<file path="config.mk">
export PLATFORM = sky130hd
export DESIGN_NAME = t2crc_top
export DESIGN_NICKNAME = d
export VERILOG_FILES = /design/src/core/t2crc_pin_sync.v /design/src/core/t2crc_top.v
export VERILOG_INCLUDE_DIRS = /design/src /design/src/inc
export SDC_FILE = /design/constraint.sdc
export NUM_CORES = 1
export LEC_CHECK = 0
export ABC_AREA = 1
export BUFFER_PORTS_ARGS = -buffer_cell sky130_fd_sc_hd__buf_2
export CAP_MARGIN = 20
export CORE_UTILIZATION = 41
export DETAILED_ROUTE_END_ITERATION = 8
export PLACE_DENSITY = 0.72
export SETUP_SLACK_MARGIN = 0.2
export SYNTH_ARGS = -nofsm -noshare
export SYNTH_HDL_FRONTEND = slang
export SYNTH_HIERARCHICAL = 1
export SYNTH_SLANG_ARGS = --single-unit
</file>
<file path="constraint.sdc">
create_clock -name clk_sys -period 4.6 [get_ports clk_sys]
set_input_delay 0.92 -clock clk_sys [delete_from_list [all_inputs] [get_ports clk_sys]]
set_output_delay 0.92 -clock clk_sys [all_outputs]
set_load 0.05 [all_outputs]
</file>
<file path="src/inc/t2crc_regs.vh">
// register map, field positions and constants of the timer block
`ifndef T2CRC_REGS_VH
`define T2CRC_REGS_VH
// register indices; byte address is four times the index
`define T2CRC_IDX_TIMER_CLOCK_DIVIDE_SELECT 8'h8e
`define T2CRC_IDX_IE 8'ha8
`define T2CRC_IDX_IP 8'hb8
`define T2CRC_IDX_CTRL 8'hc8
`define T2CRC_IDX_MODE 8'hc9
`define T2CRC_IDX_RCAPL 8'hca
`define T2CRC_IDX_RCAPH 8'hcb
`define T2CRC_IDX_CNTL 8'hcc
`define T2CRC_IDX_CNTH 8'hcd
`define T2CRC_IDX_ISTAT 8'hd0
`define T2CRC_IDX_ICLR 8'hd1
`define T2CRC_IDX_IEN 8'hd2
// control register fields
`define T2CRC_CTL_OVF 7
`define T2CRC_CTL_EXF 6
`define T2CRC_CTL_EXEN 3
`define T2CRC_CTL_RUN 2
`define T2CRC_CTL_CSEL 1
`define T2CRC_CTL_CAP 0
// mode register fields
`define T2CRC_MOD_OE 1
`define T2CRC_MOD_DOWN_COUNT_ENABLE 0
// divide select field
`define T2CRC_TMC_BYP 2
// interrupt enable / priority fields
`define T2CRC_IE_GLOBAL 7
`define T2CRC_IE_TIMER 5
`define T2CRC_IP_TIMER 5
// writable masks, reserved bits read zero
`define T2CRC_MASK_CTRL 8'hcf
`define T2CRC_MASK_MODE 8'h03
`define T2CRC_MASK_TIMER_CLOCK_DIVIDE_SELECT 8'h07
`define T2CRC_MASK_IE 8'hef
`define T2CRC_MASK_IP 8'h6f
// sticky status bits
`define T2CRC_ST_OVF 0
`define T2CRC_ST_EXT 1
`define T2CRC_NSTAT 2
// reset values
`define T2CRC_RST_BYTE 8'h00
`define T2CRC_RST_WORD 16'h0000
`define T2CRC_RST_STAT 2'h0
// counter constants
`define T2CRC_CNT_TOP 16'hffff
`define T2CRC_CNT_ONE 16'h0001
// prescale: divide by 12, counter runs 0..11
`define T2CRC_PRE_LAST 4'hb
`define T2CRC_PRE_ZERO 4'h0
`define T2CRC_PRE_ONE 4'h1
// pin synchroniser width
`define T2CRC_NPINS 2
`define T2CRC_PIN_CNT 0
`define T2CRC_PIN_TRIG 1
`endif

</file>
<file path="src/core/t2crc_pin_sync.v">
// two-stage synchroniser and falling-edge detect for the timer pins
`default_nettype none
`include "t2crc_regs.vh"
module t2crc_pin_sync (
  // clock and reset
  input wire clk_sys,
  input wire rst_b,
  // raw pins
  input wire [`T2CRC_NPINS-1:0] pinIn,
  // synchronised level and one-cycle falling pulse
  output wire [`T2CRC_NPINS-1:0] pinLevel,
  output wire [`T2CRC_NPINS-1:0] pinFall
);
  genvar i;
  generate
    for (i = 0; i < `T2CRC_NPINS; i = i + 1) begin : g_pin
      reg meta_q;
      reg sync_q;
      reg last_q;
      // pins idle high (pull-up), so reset to one to avoid a false edge
      always @(posedge clk_sys) begin
        if (!rst_b) begin
          meta_q <= 1'b1;
          sync_q <= 1'b1;
          last_q <= 1'b1;
        end else begin
          meta_q <= pinIn[i];
          sync_q <= meta_q;
          last_q <= sync_q;
        end
      end
      assign pinLevel[i] = sync_q;
      assign pinFall[i] = last_q & ~sync_q;
    end
  endgenerate
endmodule
`default_nettype wire

</file>
<file path="src/core/t2crc_top.v">
// timer 2 counter with capture, reload, clock output and avalon registers
`default_nettype none
`include "t2crc_regs.vh"
module t2crc_top (
  // clock and reset
  input wire clk_sys,
  input wire rst_b,
  // avalon-mm slave
  input wire [9:0] avsAddress,
  input wire avsRead,
  input wire avsWrite,
  input wire [3:0] avsByteEnable,
  input wire [31:0] avsWriteData,
  output wire [31:0] avsReadData,
  output wire avsWaitRequest,
  // serial port baud clock selects
  input wire serialTxClockSel,
  input wire serialRxClockSel,
  // pins
  input wire countPinIn,
  input wire externalTriggerPin,
  output wire countPinOut,
  output wire countPinOe,
  // interrupts
  output wire timerIrqReq,
  output wire timerIrqHighPri,
  output wire irqOut
);
  reg [7:0] tmconQ;
  reg [7:0] ieQ;
  reg [7:0] ipQ;
  reg [5:0] ctlQ;
  reg overflowFlagQ;
  reg externalEdgeFlagQ;
  reg [7:0] modeQ;
  reg [15:0] rcapQ;
  reg [15:0] cntQ;
  reg [3:0] preQ;
  reg halfQ;
  reg clkPinQ;
  reg [`T2CRC_NSTAT-1:0] statQ;
  reg [`T2CRC_NSTAT-1:0] statEnQ;
  reg ackQ;
  reg [7:0] rdataQ;
  reg [7:0] rdataD;
  reg [15:0] cntD;
  wire [`T2CRC_NPINS-1:0] pinLevel;
  wire [`T2CRC_NPINS-1:0] pinFall;

  // both pins come from outside and are synchronised first
  t2crc_pin_sync u_sync (
    .clk_sys(clk_sys),
    .rst_b(rst_b),
    .pinIn({externalTriggerPin, countPinIn}),
    .pinLevel(pinLevel),
    .pinFall(pinFall)
  );

  // control fields
  wire exen = ctlQ[`T2CRC_CTL_EXEN];
  wire runCtl = ctlQ[`T2CRC_CTL_RUN];
  wire counterSel = ctlQ[`T2CRC_CTL_CSEL];
  wire captureSel = ctlQ[`T2CRC_CTL_CAP];
  wire clockOutEn = modeQ[`T2CRC_MOD_OE];
  wire downCountEn = modeQ[`T2CRC_MOD_DOWN_COUNT_ENABLE];
  wire prescaleBypass = tmconQ[`T2CRC_TMC_BYP];
  wire trigLevel = pinLevel[`T2CRC_PIN_TRIG];
  wire trigFall = pinFall[`T2CRC_PIN_TRIG];

  // bus decode: one wait cycle, access takes effect on the ack edge
  wire busReq = avsRead | avsWrite;
  wire busWr = avsWrite & ackQ & avsByteEnable[0];
  wire [7:0] regIdx = avsAddress[9:2];
  wire [7:0] wdata = avsWriteData[7:0];
  wire wrTmcon = busWr & (regIdx == `T2CRC_IDX_TIMER_CLOCK_DIVIDE_SELECT);
  wire wrIe = busWr & (regIdx == `T2CRC_IDX_IE);
  wire wrIp = busWr & (regIdx == `T2CRC_IDX_IP);
  wire wrCtl = busWr & (regIdx == `T2CRC_IDX_CTRL);
  wire wrMode = busWr & (regIdx == `T2CRC_IDX_MODE);
  wire wrRcapL = busWr & (regIdx == `T2CRC_IDX_RCAPL);
  wire wrRcapH = busWr & (regIdx == `T2CRC_IDX_RCAPH);
  wire wrCntL = busWr & (regIdx == `T2CRC_IDX_CNTL);
  wire wrCntH = busWr & (regIdx == `T2CRC_IDX_CNTH);
  wire wrIclr = busWr & (regIdx == `T2CRC_IDX_ICLR);
  wire wrIen = busWr & (regIdx == `T2CRC_IDX_IEN);

  // mode decode
  wire baudMode = serialTxClockSel | serialRxClockSel;
  wire clkOutMode = clockOutEn & ~counterSel;
  wire dcMode = downCountEn & ~captureSel & ~clkOutMode;
  wire countDown = dcMode & ~trigLevel;

  // prescaler: tick every 12th cycle unless bypassed
  wire preTick = prescaleBypass | (preQ == `T2CRC_PRE_LAST);
  // timer or counter source
  wire srcTick = counterSel ? pinFall[`T2CRC_PIN_CNT] : preTick;
  // clock-out halves the rate again to reach the divide by four
  wire tick = runCtl & srcTick & (~clkOutMode | halfQ);

  // overflow and underflow events
  wire atTop = (cntQ == `T2CRC_CNT_TOP);
  wire overUp = tick & ~countDown & atTop;
  wire underDn = tick & countDown & (cntQ == rcapQ);
  wire ovf = overUp | underDn;

  // trigger events; down-count mode takes the pin as direction instead
  wire extEvent = exen & trigFall & ~dcMode;
  wire trigAct = extEvent & ~baudMode & ~clkOutMode;
  wire capEdge = trigAct & captureSel;
  wire reloadEdge = trigAct & ~captureSel;
  wire reloadOvf = overUp & (~captureSel | clkOutMode);

  // flag set terms
  wire setOvf = ovf & ~baudMode & ~clkOutMode;
  wire toggleExf = dcMode & ovf;

  // prescaler and clock-out half-rate state
  always @(posedge clk_sys) begin
    if (!rst_b) begin
      preQ <= `T2CRC_PRE_ZERO;
      halfQ <= 1'b0;
    end else begin
      if (preTick)
        preQ <= `T2CRC_PRE_ZERO;
      else
        preQ <= preQ + `T2CRC_PRE_ONE;
      if (runCtl & srcTick & clkOutMode)
        halfQ <= ~halfQ;
    end
  end

  // next count: software write wins, then reload, then counting
  always @* begin
    cntD = cntQ;
    if (wrCntL | wrCntH) begin
      if (wrCntL)
        cntD[7:0] = wdata;
      if (wrCntH)
        cntD[15:8] = wdata;
    end else if (reloadEdge | reloadOvf) begin
      cntD = rcapQ;
    end else if (underDn) begin
      cntD = `T2CRC_CNT_TOP;
    end else if (tick) begin
      if (countDown)
        cntD = cntQ - `T2CRC_CNT_ONE;
      else
        cntD = cntQ + `T2CRC_CNT_ONE;
    end
  end

  // counter, capture/reload register and clock output pin
  always @(posedge clk_sys) begin
    if (!rst_b) begin
      cntQ <= `T2CRC_RST_WORD;
      rcapQ <= `T2CRC_RST_WORD;
      clkPinQ <= 1'b0;
    end else begin
      cntQ <= cntD;
      if (capEdge) begin
        rcapQ <= cntQ;
      end else begin
        if (wrRcapL)
          rcapQ[7:0] <= wdata;
        if (wrRcapH)
          rcapQ[15:8] <= wdata;
      end
      if (overUp & clkOutMode)
        clkPinQ <= ~clkPinQ;
    end
  end

  // configuration registers; reserved bits are masked off
  always @(posedge clk_sys) begin
    if (!rst_b) begin
      tmconQ <= `T2CRC_RST_BYTE;
      ieQ <= `T2CRC_RST_BYTE;
      ipQ <= `T2CRC_RST_BYTE;
      ctlQ <= 6'h00;
      modeQ <= `T2CRC_RST_BYTE;
    end else begin
      if (wrTmcon)
        tmconQ <= wdata & `T2CRC_MASK_TIMER_CLOCK_DIVIDE_SELECT;
      if (wrIe)
        ieQ <= wdata & `T2CRC_MASK_IE;
      if (wrIp)
        ipQ <= wdata & `T2CRC_MASK_IP;
      if (wrCtl)
        ctlQ <= {2'h0, wdata[3:0]};
      if (wrMode)
        modeQ <= wdata & `T2CRC_MASK_MODE;
    end
  end

  // hardware flags: a hardware set beats a software clear in one cycle
  always @(posedge clk_sys) begin
    if (!rst_b) begin
      overflowFlagQ <= 1'b0;
      externalEdgeFlagQ <= 1'b0;
    end else begin
      if (setOvf)
        overflowFlagQ <= 1'b1;
      else if (wrCtl)
        overflowFlagQ <= wdata[`T2CRC_CTL_OVF];
      if (toggleExf)
        externalEdgeFlagQ <= ~externalEdgeFlagQ;
      else if (extEvent)
        externalEdgeFlagQ <= 1'b1;
      else if (wrCtl)
        externalEdgeFlagQ <= wdata[`T2CRC_CTL_EXF];
    end
  end

  // sticky event status, write-one-to-clear; a new event wins the clear
  genvar s;
  generate
    for (s = 0; s < `T2CRC_NSTAT; s = s + 1) begin : g_stat
      wire evt = (s == `T2CRC_ST_OVF) ? setOvf : extEvent;
      always @(posedge clk_sys) begin
        if (!rst_b)
          statQ[s] <= 1'b0;
        else if (evt)
          statQ[s] <= 1'b1;
        else if (wrIclr & wdata[s])
          statQ[s] <= 1'b0;
      end
    end
  endgenerate

  // status enable register
  always @(posedge clk_sys) begin
    if (!rst_b)
      statEnQ <= `T2CRC_RST_STAT;
    else if (wrIen)
      statEnQ <= wdata[`T2CRC_NSTAT-1:0];
  end

  // read mux; the value is latched during the wait cycle
  always @* begin
    case (regIdx)
      `T2CRC_IDX_TIMER_CLOCK_DIVIDE_SELECT: rdataD = tmconQ;
      `T2CRC_IDX_IE: rdataD = ieQ;
      `T2CRC_IDX_IP: rdataD = ipQ;
      `T2CRC_IDX_CTRL:
        rdataD = {overflowFlagQ, externalEdgeFlagQ, ctlQ};
      `T2CRC_IDX_MODE: rdataD = modeQ;
      `T2CRC_IDX_RCAPL: rdataD = rcapQ[7:0];
      `T2CRC_IDX_RCAPH: rdataD = rcapQ[15:8];
      `T2CRC_IDX_CNTL: rdataD = cntQ[7:0];
      `T2CRC_IDX_CNTH: rdataD = cntQ[15:8];
      `T2CRC_IDX_ISTAT: rdataD = {6'h00, statQ};
      `T2CRC_IDX_IEN: rdataD = {6'h00, statEnQ};
      default: rdataD = `T2CRC_RST_BYTE;
    endcase
  end

  // bus handshake: every access waits exactly one cycle
  always @(posedge clk_sys) begin
    if (!rst_b) begin
      ackQ <= 1'b0;
      rdataQ <= `T2CRC_RST_BYTE;
    end else begin
      ackQ <= busReq & ~ackQ;
      if (avsRead & ~ackQ)
        rdataQ <= rdataD;
    end
  end

  assign avsWaitRequest = busReq & ~ackQ;
  assign avsReadData = {24'h000000, rdataQ};

  // pin drive only in clock-output mode, otherwise pin is an input
  assign countPinOe = clkOutMode;
  assign countPinOut = clkPinQ;

  // in down-count mode the external flag is a 17th bit, not an interrupt
  assign timerIrqReq = ieQ[`T2CRC_IE_GLOBAL] & ieQ[`T2CRC_IE_TIMER]
    & (overflowFlagQ | (externalEdgeFlagQ & ~dcMode));
  assign timerIrqHighPri = ipQ[`T2CRC_IP_TIMER];
  assign irqOut = |(statQ & statEnQ);
endmodule
`default_nettype wire

</file>
# == Word level (Yosys, flattened, before mapping) ==
# Index checks and enable logic that the tools add are counted.
# totals
register_bits,81
inputBits,54
output_inout_bits,38
elab_cells,144
# op_classes
n_addsub,3
eq_ne,17
muxes,21
bitwise_logic,67
n_reduce_logical,11
# op_table
op,n
== test 8 bit (second input constant),12
2-to-1 mux 16 bit,6
case mux 8 bit (11 select lines),1
bitwise AND 1 bit,44
2-to-1 mux 8 bit,4
adder 16 x 1 -> 16 bit (second input constant),1
== test 16 bit,1
== test 16 bit (second input constant),1
subtractor 16 x 1 -> 16 bit (second input constant),1
NOT 1 bit,13
2-to-1 mux 1 bit,10
nonzero test 2 bit,5
OR 1 bit,9
adder 4 x 1 -> 4 bit (second input constant),1
== test 4 bit (second input constant),1
inequality test 2 bit (second input constant),2
AND reduction 2 bit,2
nonzero test 4 bit,1
OR reduction 2 bit,2
nonzero test 3 bit,1
bitwise AND 2 bit,1

# == Logic depth before layout (Yosys ltp) ==
# Gate-level depths: netlist (run 1).
# depth
word_depth,12
ltp_mapped,18
ltp_nobuf,17

# == Modules after synthesis ==
# Netlist (run 1), hierarchy kept.
# modules_own_cells
mod,instances,cells_per_inst,area_each_um2,seq_area_each_um2
t2crc_top,1,857,5371.4,1501.4
t2crc_pin_sync,1,24,195.2,120.1

# == Least setup slack after synthesis (run 1) ==
# Ideal clock, no wire load.
# synth_path
path_type,reg-to-output
from,reg ctlQ[1]
to,out timerIrqReq
arrival_ns,1.760
required_time_ns,3.680
slack_ns,1.920
path_stages_with_launch,7
path_buffers,1
path_cell_list,dfxtp_1 -> inv_2 -> nand2_4 -> buf_6 -> nand2_1 -> a21oi_1 -> nor3_1
# synth_between
elab_chain_len,8
# synth_rtl
element,line,rtl
"start, declared",t2crc_top.v:32,reg [5:0] ctlQ;
"start signal, assigned",t2crc_top.v:189,"ctlQ <= {2'h0, wdata[3:0]};"
NOT 1 bit,t2crc_top.v:89,wire clkOutMode = clockOutEn & ~counterSel;
bitwise AND 1 bit,t2crc_top.v:89,
NOT 1 bit,t2crc_top.v:90,wire dcMode = downCountEn & ~captureSel & ~clkOutMode;
bitwise AND 1 bit,t2crc_top.v:90,
NOT 1 bit,t2crc_top.v:278,& (overflowFlagQ | (externalEdgeFlagQ & ~dcMode));
bitwise AND 1 bit,t2crc_top.v:278,
OR 1 bit,t2crc_top.v:278,
bitwise AND 1 bit,t2crc_top.v:277,assign timerIrqReq = ieQ[`T2CRC_IE_GLOBAL] & ieQ[`T2CRC_IE_TIMER]
"end, declared",t2crc_top.v:25,"output wire timerIrqReq,"
# Every way passes these cells.

# == Final worst setup path (run 1) ==
# layout_path
from,reg modeQ[0]
to,reg cntQ[4]
# layout_between
elab_chain_len,10
word_cells_on_any_way,22
cone_classes,mux: 5; bitwise: 15; reduce/logical: 2
# layout_rtl
element,line,rtl
"start, declared",t2crc_top.v:35,reg [7:0] modeQ;
"start signal, assigned",t2crc_top.v:180,modeQ <= `T2CRC_RST_BYTE;
"start signal, assigned",t2crc_top.v:191,modeQ <= wdata & `T2CRC_MASK_MODE;
bitwise AND 1 bit (*) (2 in series),t2crc_top.v:90,
NOT 1 bit or bitwise AND 1 bit (tied branches),"t2crc_top.v:107, t2crc_top.v:91",
bitwise AND 1 bit or NOT 1 bit (tied branches),"t2crc_top.v:107, t2crc_top.v:102",
bitwise AND 1 bit (on tied branches) (2 in series),"t2crc_top.v:108, t2crc_top.v:102",
bitwise AND 1 bit (on tied branches),"t2crc_top.v:110, t2crc_top.v:111",
OR 1 bit,t2crc_top.v:140,end else if (reloadEdge | reloadOvf) begin
nonzero test 4 bit (no source line) or 2-to-1 mux 16 bit (tied branches),--,
AND reduction 2 bit (no source line) or 2-to-1 mux 16 bit (tied branches),--,
"end signal, assigned",t2crc_top.v:155,cntQ <= `T2CRC_RST_WORD;
"end signal, assigned",t2crc_top.v:159,cntQ <= cntD;
"end, declared",t2crc_top.v:37,reg [15:0] cntQ;
# Mark *: on every way between the ends. The rest lies on a longest branch, timed or not. The select of a mux whose other input is x is not followed.
# A chain may end at the register's enable or synchronous reset.

==> flow_summary_export.csv, run 1 <==
group,metric,value,unit
outcome,status,"finished, final reports clean",
timing,slew_violations,0,
cts,cts-resized-gates,0,
die,die_w,118.4,um
setup_path,arrival,2.86,ns
die,rows,42,
cts,clk_path_buf_depth,2,
final_layout,fin_util,46.10,%
setup_path,ff2ff_setup_slack,1.97,ns
cts,post_cts.repair.setup_buffers,0,
final_layout,n_antenna_cell,0,
setup_path,cp_slowest_stage_delay,0.49,ns
final_layout,area_delta_synth_final,9.813,%
die,die_h,118.4,um
yosys,yosysWarnings,6,
timing,fmax,380.4,MHz
timing,tightest_slew,0.8489,ns
pwr,ir_drop,0.0001789,V
timing,fin_tns_setup,0,ns
cts,clock_sinks,81,
timing,setup-violations-final,0,
final_layout,nNetsFinal,961,
grt,grtUsageTotal,23.28,%
setup_path,cp_max_fo,31,
routing,wl_per_cell,14.78,um
setup_path,path_cells,"inv_2 > nor2_4 > nand3_4 > nand3_1 > o21ai_4 > nor2_4 > o21ai_0 > nand3_1 > a21oi_1",
timing,layout_min_cycle_time,2.629,ns
cts,cts_buffers,9,
setup_path,start_kind,"flip-flop",
setup_path,crit_type,"flip-flop to flip-flop",
cts,clk_latency,0.35,ns
yosys,syn_area_per_cell,6.317,um2
placed_design,hpwl,12090,um
setup_path,required,4.83,ns
cts,cts_tree,"yes",
grt,antenna_found_initial,0,
setup_path,endpoint_kind,"flip-flop",
worst_hold_path,hold_class,"flip-flop to flip-flop",
routing,vias,5731,
routing,vias_per_cell,5.282,
job,max-cap-violations,0,
grt,grt_pass1_vias,5075,
cts,clk_pin_slew,0.06,ns
routing,ant_nets,0,
grt,gr-total-overflow,0,
grt,grt_pass1_wl,25920,um
setup_path,critPathSlowestCell,"nor2_4",
routing,drc,0,
routing,drt_pre_antenna_iters,6,
placed_design,portBuffers,38,
timing,hold_viol,0,
final_layout,drive_gt1_share,11.99,%
yosys,syn_area,5559,um2
pwr,powerDensity,280.9,nW/um2
cts,cts_root_buf,"clkbuf_16",
cts,holdBufCountCts,0,
yosys,synth_cells,880,
timing,fin_crit_sh,57.14,%
grt,grt_max_degree,63,
placed_design,gp_congestion,0.9387,
timing,rsz0062_at_grt,"false",
die,fp.coreArea,13240,um2
die,ioPinCount,92,
cts,htreeDepth,3,
die,start_util,41.98,%
timing,clock-skew-final,0.009301,ns
routing,drt_iter0_markers,616,
timing,holdWs,0.4126,ns
die,die-area,14030,um2
pwr,leakage,0.002793,uW
timing,max-slew-margin-rel,43.27,%
routing,wl,16030,um
## final timing paths
check / start / to / depth (start not counted)
worst min register to register: u_sync/g_pin[0].meta_q / u_sync/g_pin[0].sync_q / 2
worst max-delay path: modeQ[0] / cntQ[4] / 9
worst min-delay path: u_sync/g_pin[0].meta_q / u_sync/g_pin[0].sync_q / 2
worst max register to register: modeQ[0] / cntQ[4] / 9
## per-layer routing
metal | up-vias | track usage (%) | wire, um
li1 | 2856 | - | -
met3 | 34 | 3.716 | 1210
met1 | 2622 | 31.22 | 7074
met2 | 219 | 37.28 | 7365
met4 | 0 | 9.177 | 381
met5 | - | 0 | 0
## worst max-delay path, delay by kind of cell (launching register included)
family                 cells  cell delay (ns)
AND/OR/NAND/NOR            5             1.52
AO/OA/AOI/OAI              3             0.60
flip-flops                 1             0.32
buffers and inverters      1             0.06
## placed cells by master, fill, tap and decap left out, types with 19 or more instances in the layout
cell type  instances
nand4_1           22
nor2_1            91
nand2_1          202
buf_2             38
inv_1            134
o21ai_1           19
o21ai_0           40
dfxtp_1           81
conb_1            24
o22ai_1           27
a21oi_1           62
nand3_1           38
## per-stage QoR
step	power, uW	instances	instance area, um2	setup WS, ns
finish	1715	1085	6105	1.971
global placement	835.8	1070	5738	1.735
detailed placement	836.6	1070	5738	1.735
CTS	1716	1085	6105	1.994
floorplan	821.4	903	5645	1.920
global route	1753	1085	6105	1.758
## area by class of cell
class,instances,area [um2]
repair buffers,39,197.7
multi-input cells,623,3132
inverters,151,566.8
clock buffers,10,239.0
fillers,1398,7138
well taps,176,220.2
flip-flops and latches,81,1622
clock inverters,5,127.6
## flip-flops by register name (all words and copies together) (netlist names), 2 cells and up
name and flops:
statEnQ 2, u_sync/g_pin.meta_q 2, u_sync/g_pin.sync_q 2, statQ 2
preQ 4, ieQ 7, modeQ 2, ctlQ 4
tmconQ 3, cntQ 16, u_sync/g_pin.last_q 2, rcapQ 16
ipQ 6, rdataQ 8
## power by group
group | total [uW] | switching (uW) | internal (uW)
Sequential | 710 | 2.99 | 707
Clock | 893 | 296 | 597
Combinational | 113 | 93.2 | 19.5
Total | 1720 | 392 | 1320
Note: power is estimated with default switching activity, not from simulation.
==> run 2, diff against run 1 <==
--- a/config.mk
+++ b/config.mk
@@ -6,12 +6,12 @@
 export SDC_FILE = /design/constraint.sdc
 export NUM_CORES = 1
 export LEC_CHECK = 0
-export ABC_AREA = 1
+export ABC_AREA = 0
 export BUFFER_PORTS_ARGS = -buffer_cell sky130_fd_sc_hd__buf_2
 export CAP_MARGIN = 20
 export CORE_UTILIZATION = 41
 export DETAILED_ROUTE_END_ITERATION = 8
-export PLACE_DENSITY = 0.72
+export PLACE_DENSITY = 0.75
 export SETUP_SLACK_MARGIN = 0.2
 export SYNTH_ARGS = -nofsm -noshare
 export SYNTH_HDL_FRONTEND = slang
==> constraint.sdc (replaced) <==
create_clock -name clk_sys -period 2.1 [get_ports clk_sys]
set_input_delay 0.42 -clock clk_sys [delete_from_list [all_inputs] [get_ports clk_sys]]
set_output_delay 0.42 -clock clk_sys [all_outputs]
set_load 0.05 [all_outputs]
==> run 2 against run 1 <==
Effect of this change:
- the flow now finishes with violations (setup timing)
- via count grew 2.7%
- maximum frequency grew 12%
- clock skew increased by 0.0012 ns
- sequential power up 120%
- area after synthesis is 3.7% lower
- design area up 23%
- total power increased by 120%
- critical path type unchanged
- largest power group unchanged
==> flow_summary_export.csv, run 2 <==
group,metric,value,unit
outcome,status,"complete, but fails checks",
outcome,violations,"setup timing",
setup_path,r2r-start,"modeQ[1]",
placed_design,gp_congestion,0.9657,
die,fp.coreArea,12670,um2
yosys,syn_area,5353,um2
timing,fin_ws,-0.2468,ns
final_layout,layout_commonest_cell,"buf_4",
cts,clk_pin_slew,0.06,ns
timing,holdWs,0.2672,ns
cts,cts_buffers,9,
grt,grt_max_degree,33,
timing,slew_violations,0,
routing,drt_iter0_markers,724,
routing,drt_pre_antenna_iters,6,
job,max-cap-violations,0,
setup_path,endpoint_kind,"flip-flop",
routing,wl_per_cell,19.24,um
final_layout,area_delta_synth_final,40.28,%
die,die-area,13520,um2
setup_path,crit_type,"flip-flop to flip-flop",
cts,cts_tree,"yes",
final_layout,nNetsFinal,867,
timing,setup-violations-final,17,
placed_design,hpwl,13480,um
routing,drc,0,
die,ioPinCount,92,
pwr,ir_drop,0.0004730,V
grt,grt_pass1_vias,5535,
setup_path,critPathSlowestCell,"or3_4",
cts,clock_sinks,81,
timing,rsz0062_at_grt,"true",
grt,grtUsageTotal,28.30,%
cts,cts_root_buf,"clkbuf_16",
placed_design,portBuffers,38,
routing,vias,5888,
worst_hold_path,hold_start,"countPinIn",
die,die_h,116.3,um
grt,antenna_found_initial,0,
setup_path,required,2.37,ns
setup_path,cp_slowest_stage_delay,0.37,ns
yosys,syn_area_per_cell,7.989,um2
pwr,finalPower,3772,uW
setup_path,start_kind,"flip-flop",
placed_design,dp.cells,955,
final_layout,reg_top3,"cntQ: 16 flops, rcapQ: 16 flops, rdataQ: 8 flops",
cts,clk_latency,0.35,ns
timing,fmax,426.1,MHz
timing,hold_viol,0,
placed_design,dp_slack,-0.4788,ns
final_layout,fill_cells,1050,
setup_path,rr_worst_depth,12,
setup_path,startpoint,"modeQ[1]",
pwr,powerDensity,502.3,nW/um2
setup_path,path_delay_family,"simple AND/OR/NAND/NOR gates",
grt,grt_pass1_wl,28950,um
final_layout,final_cell_mix,"buf_4, dfxtp_1, nand2_1",
routing,vias_per_cell,5.960,
final_layout,n_antenna_cell,0,
worst_hold_path,whs_endpoint,"u_sync/g_pin[0].meta_q",
cts,holdBufCountCts,0,
setup_path,arrival,2.62,ns
timing,layout_min_cycle_time,2.347,ns
setup_path,cp_max_fo,4,
worst_hold_path,hold_class,"input port to flip-flop",
routing,ant_nets,0,
setup_path,ff2ff_setup_slack,-0.25,ns
setup_path,crit_buf_inv,1,
pwr,leakage,0.003216,uW
grt,gr-total-overflow,0,
timing,clock-skew-final,0.01049,ns
final_layout,stdcell_count,988,
cts,htreeDepth,3,
die,start_util,42.24,%
timing,fin_crit_sh,111.8,%
routing,wl,19010,um
die,rows,41,
setup_path,r2r_end,"cntQ[10]",
final_layout,drive_gt1_share,35.42,%
die,die_w,116.3,um
worst_hold_path,hold_path_depth,2,
yosys,synth_cells,670,
cts,clk_path_buf_depth,2,
yosys,yosysWarnings,6,
setup_path,path_cells,"or2b_4 > inv_8 > or3_4 > xnor2_4 > ha_4 > nand2_2 > nor2_4 > nand3_4 > o21ai_1 > xor2_1 > o221ai_1 > a31oi_1",
-- run 2: per-layer routing --
layer	vias to the layer above	part of all wire (%)	GRT usage (%)
met1	2786	40	36.05
met5	-	0	0
met2	332	47	45.72
met4	0	5.3	15.98
li1	2682	-	-
met3	88	8.6	4.255
-- run 2: how the worst max path moves through the flow --
stage          slack [ns]  depth (start not counted)        to
3_5_place_dp        -0.48                         12  cntQ[10]
4_1_cts             -0.22                         12  cntQ[14]
2_1_floorplan       -0.57                         14  cntQ[10]
3_3_place_gp        -0.38                         12  cntQ[10]
5_1_grt             -0.33                         12  cntQ[14]
6_report            -0.25                         12  cntQ[10]
-- run 2: where the power goes --
group | total (uW) | internal, uW | switching [uW] | leakage, uW
combinational | 395 | 129 | 266 | 0.00240
clock | 1810 | 1160 | 647 | 0.000164
sequential | 1570 | 1550 | 13.8 | 0.000657
-- run 2: through the flow --
step	area (um2)	setup TNS (ns)	utilization (%)
floorplan	5710	-5.892	-
global placement	6595	-4.635	52.05
detailed placement	6595	-5.742	52.05
CTS	7279	-2.073	57.45
global route	7508	-4.125	59.26
finish	7508	-2.664	59.26
-- run 2: timing repair --
item	4_1_cts	5_1_grt
pin swaps	35	19
setup buffers	10	4
gates resized for setup	65	28
setup endpoints to repair	20	37
gates cloned	0	3
-- run 2: final cells by class --
type,instances,area (um2),area share (%)
Clock buffer,11,232.7,3.099
Sequential cell,81,1628,21.68
Inverter,15,63.81,0.8499
Timing Repair Buffer,187,1416,18.86
Clock inverter,5,103.9,1.383
Multi-Input combinational cell,517,3849,51.26
Tap cell,172,215.2,2.866
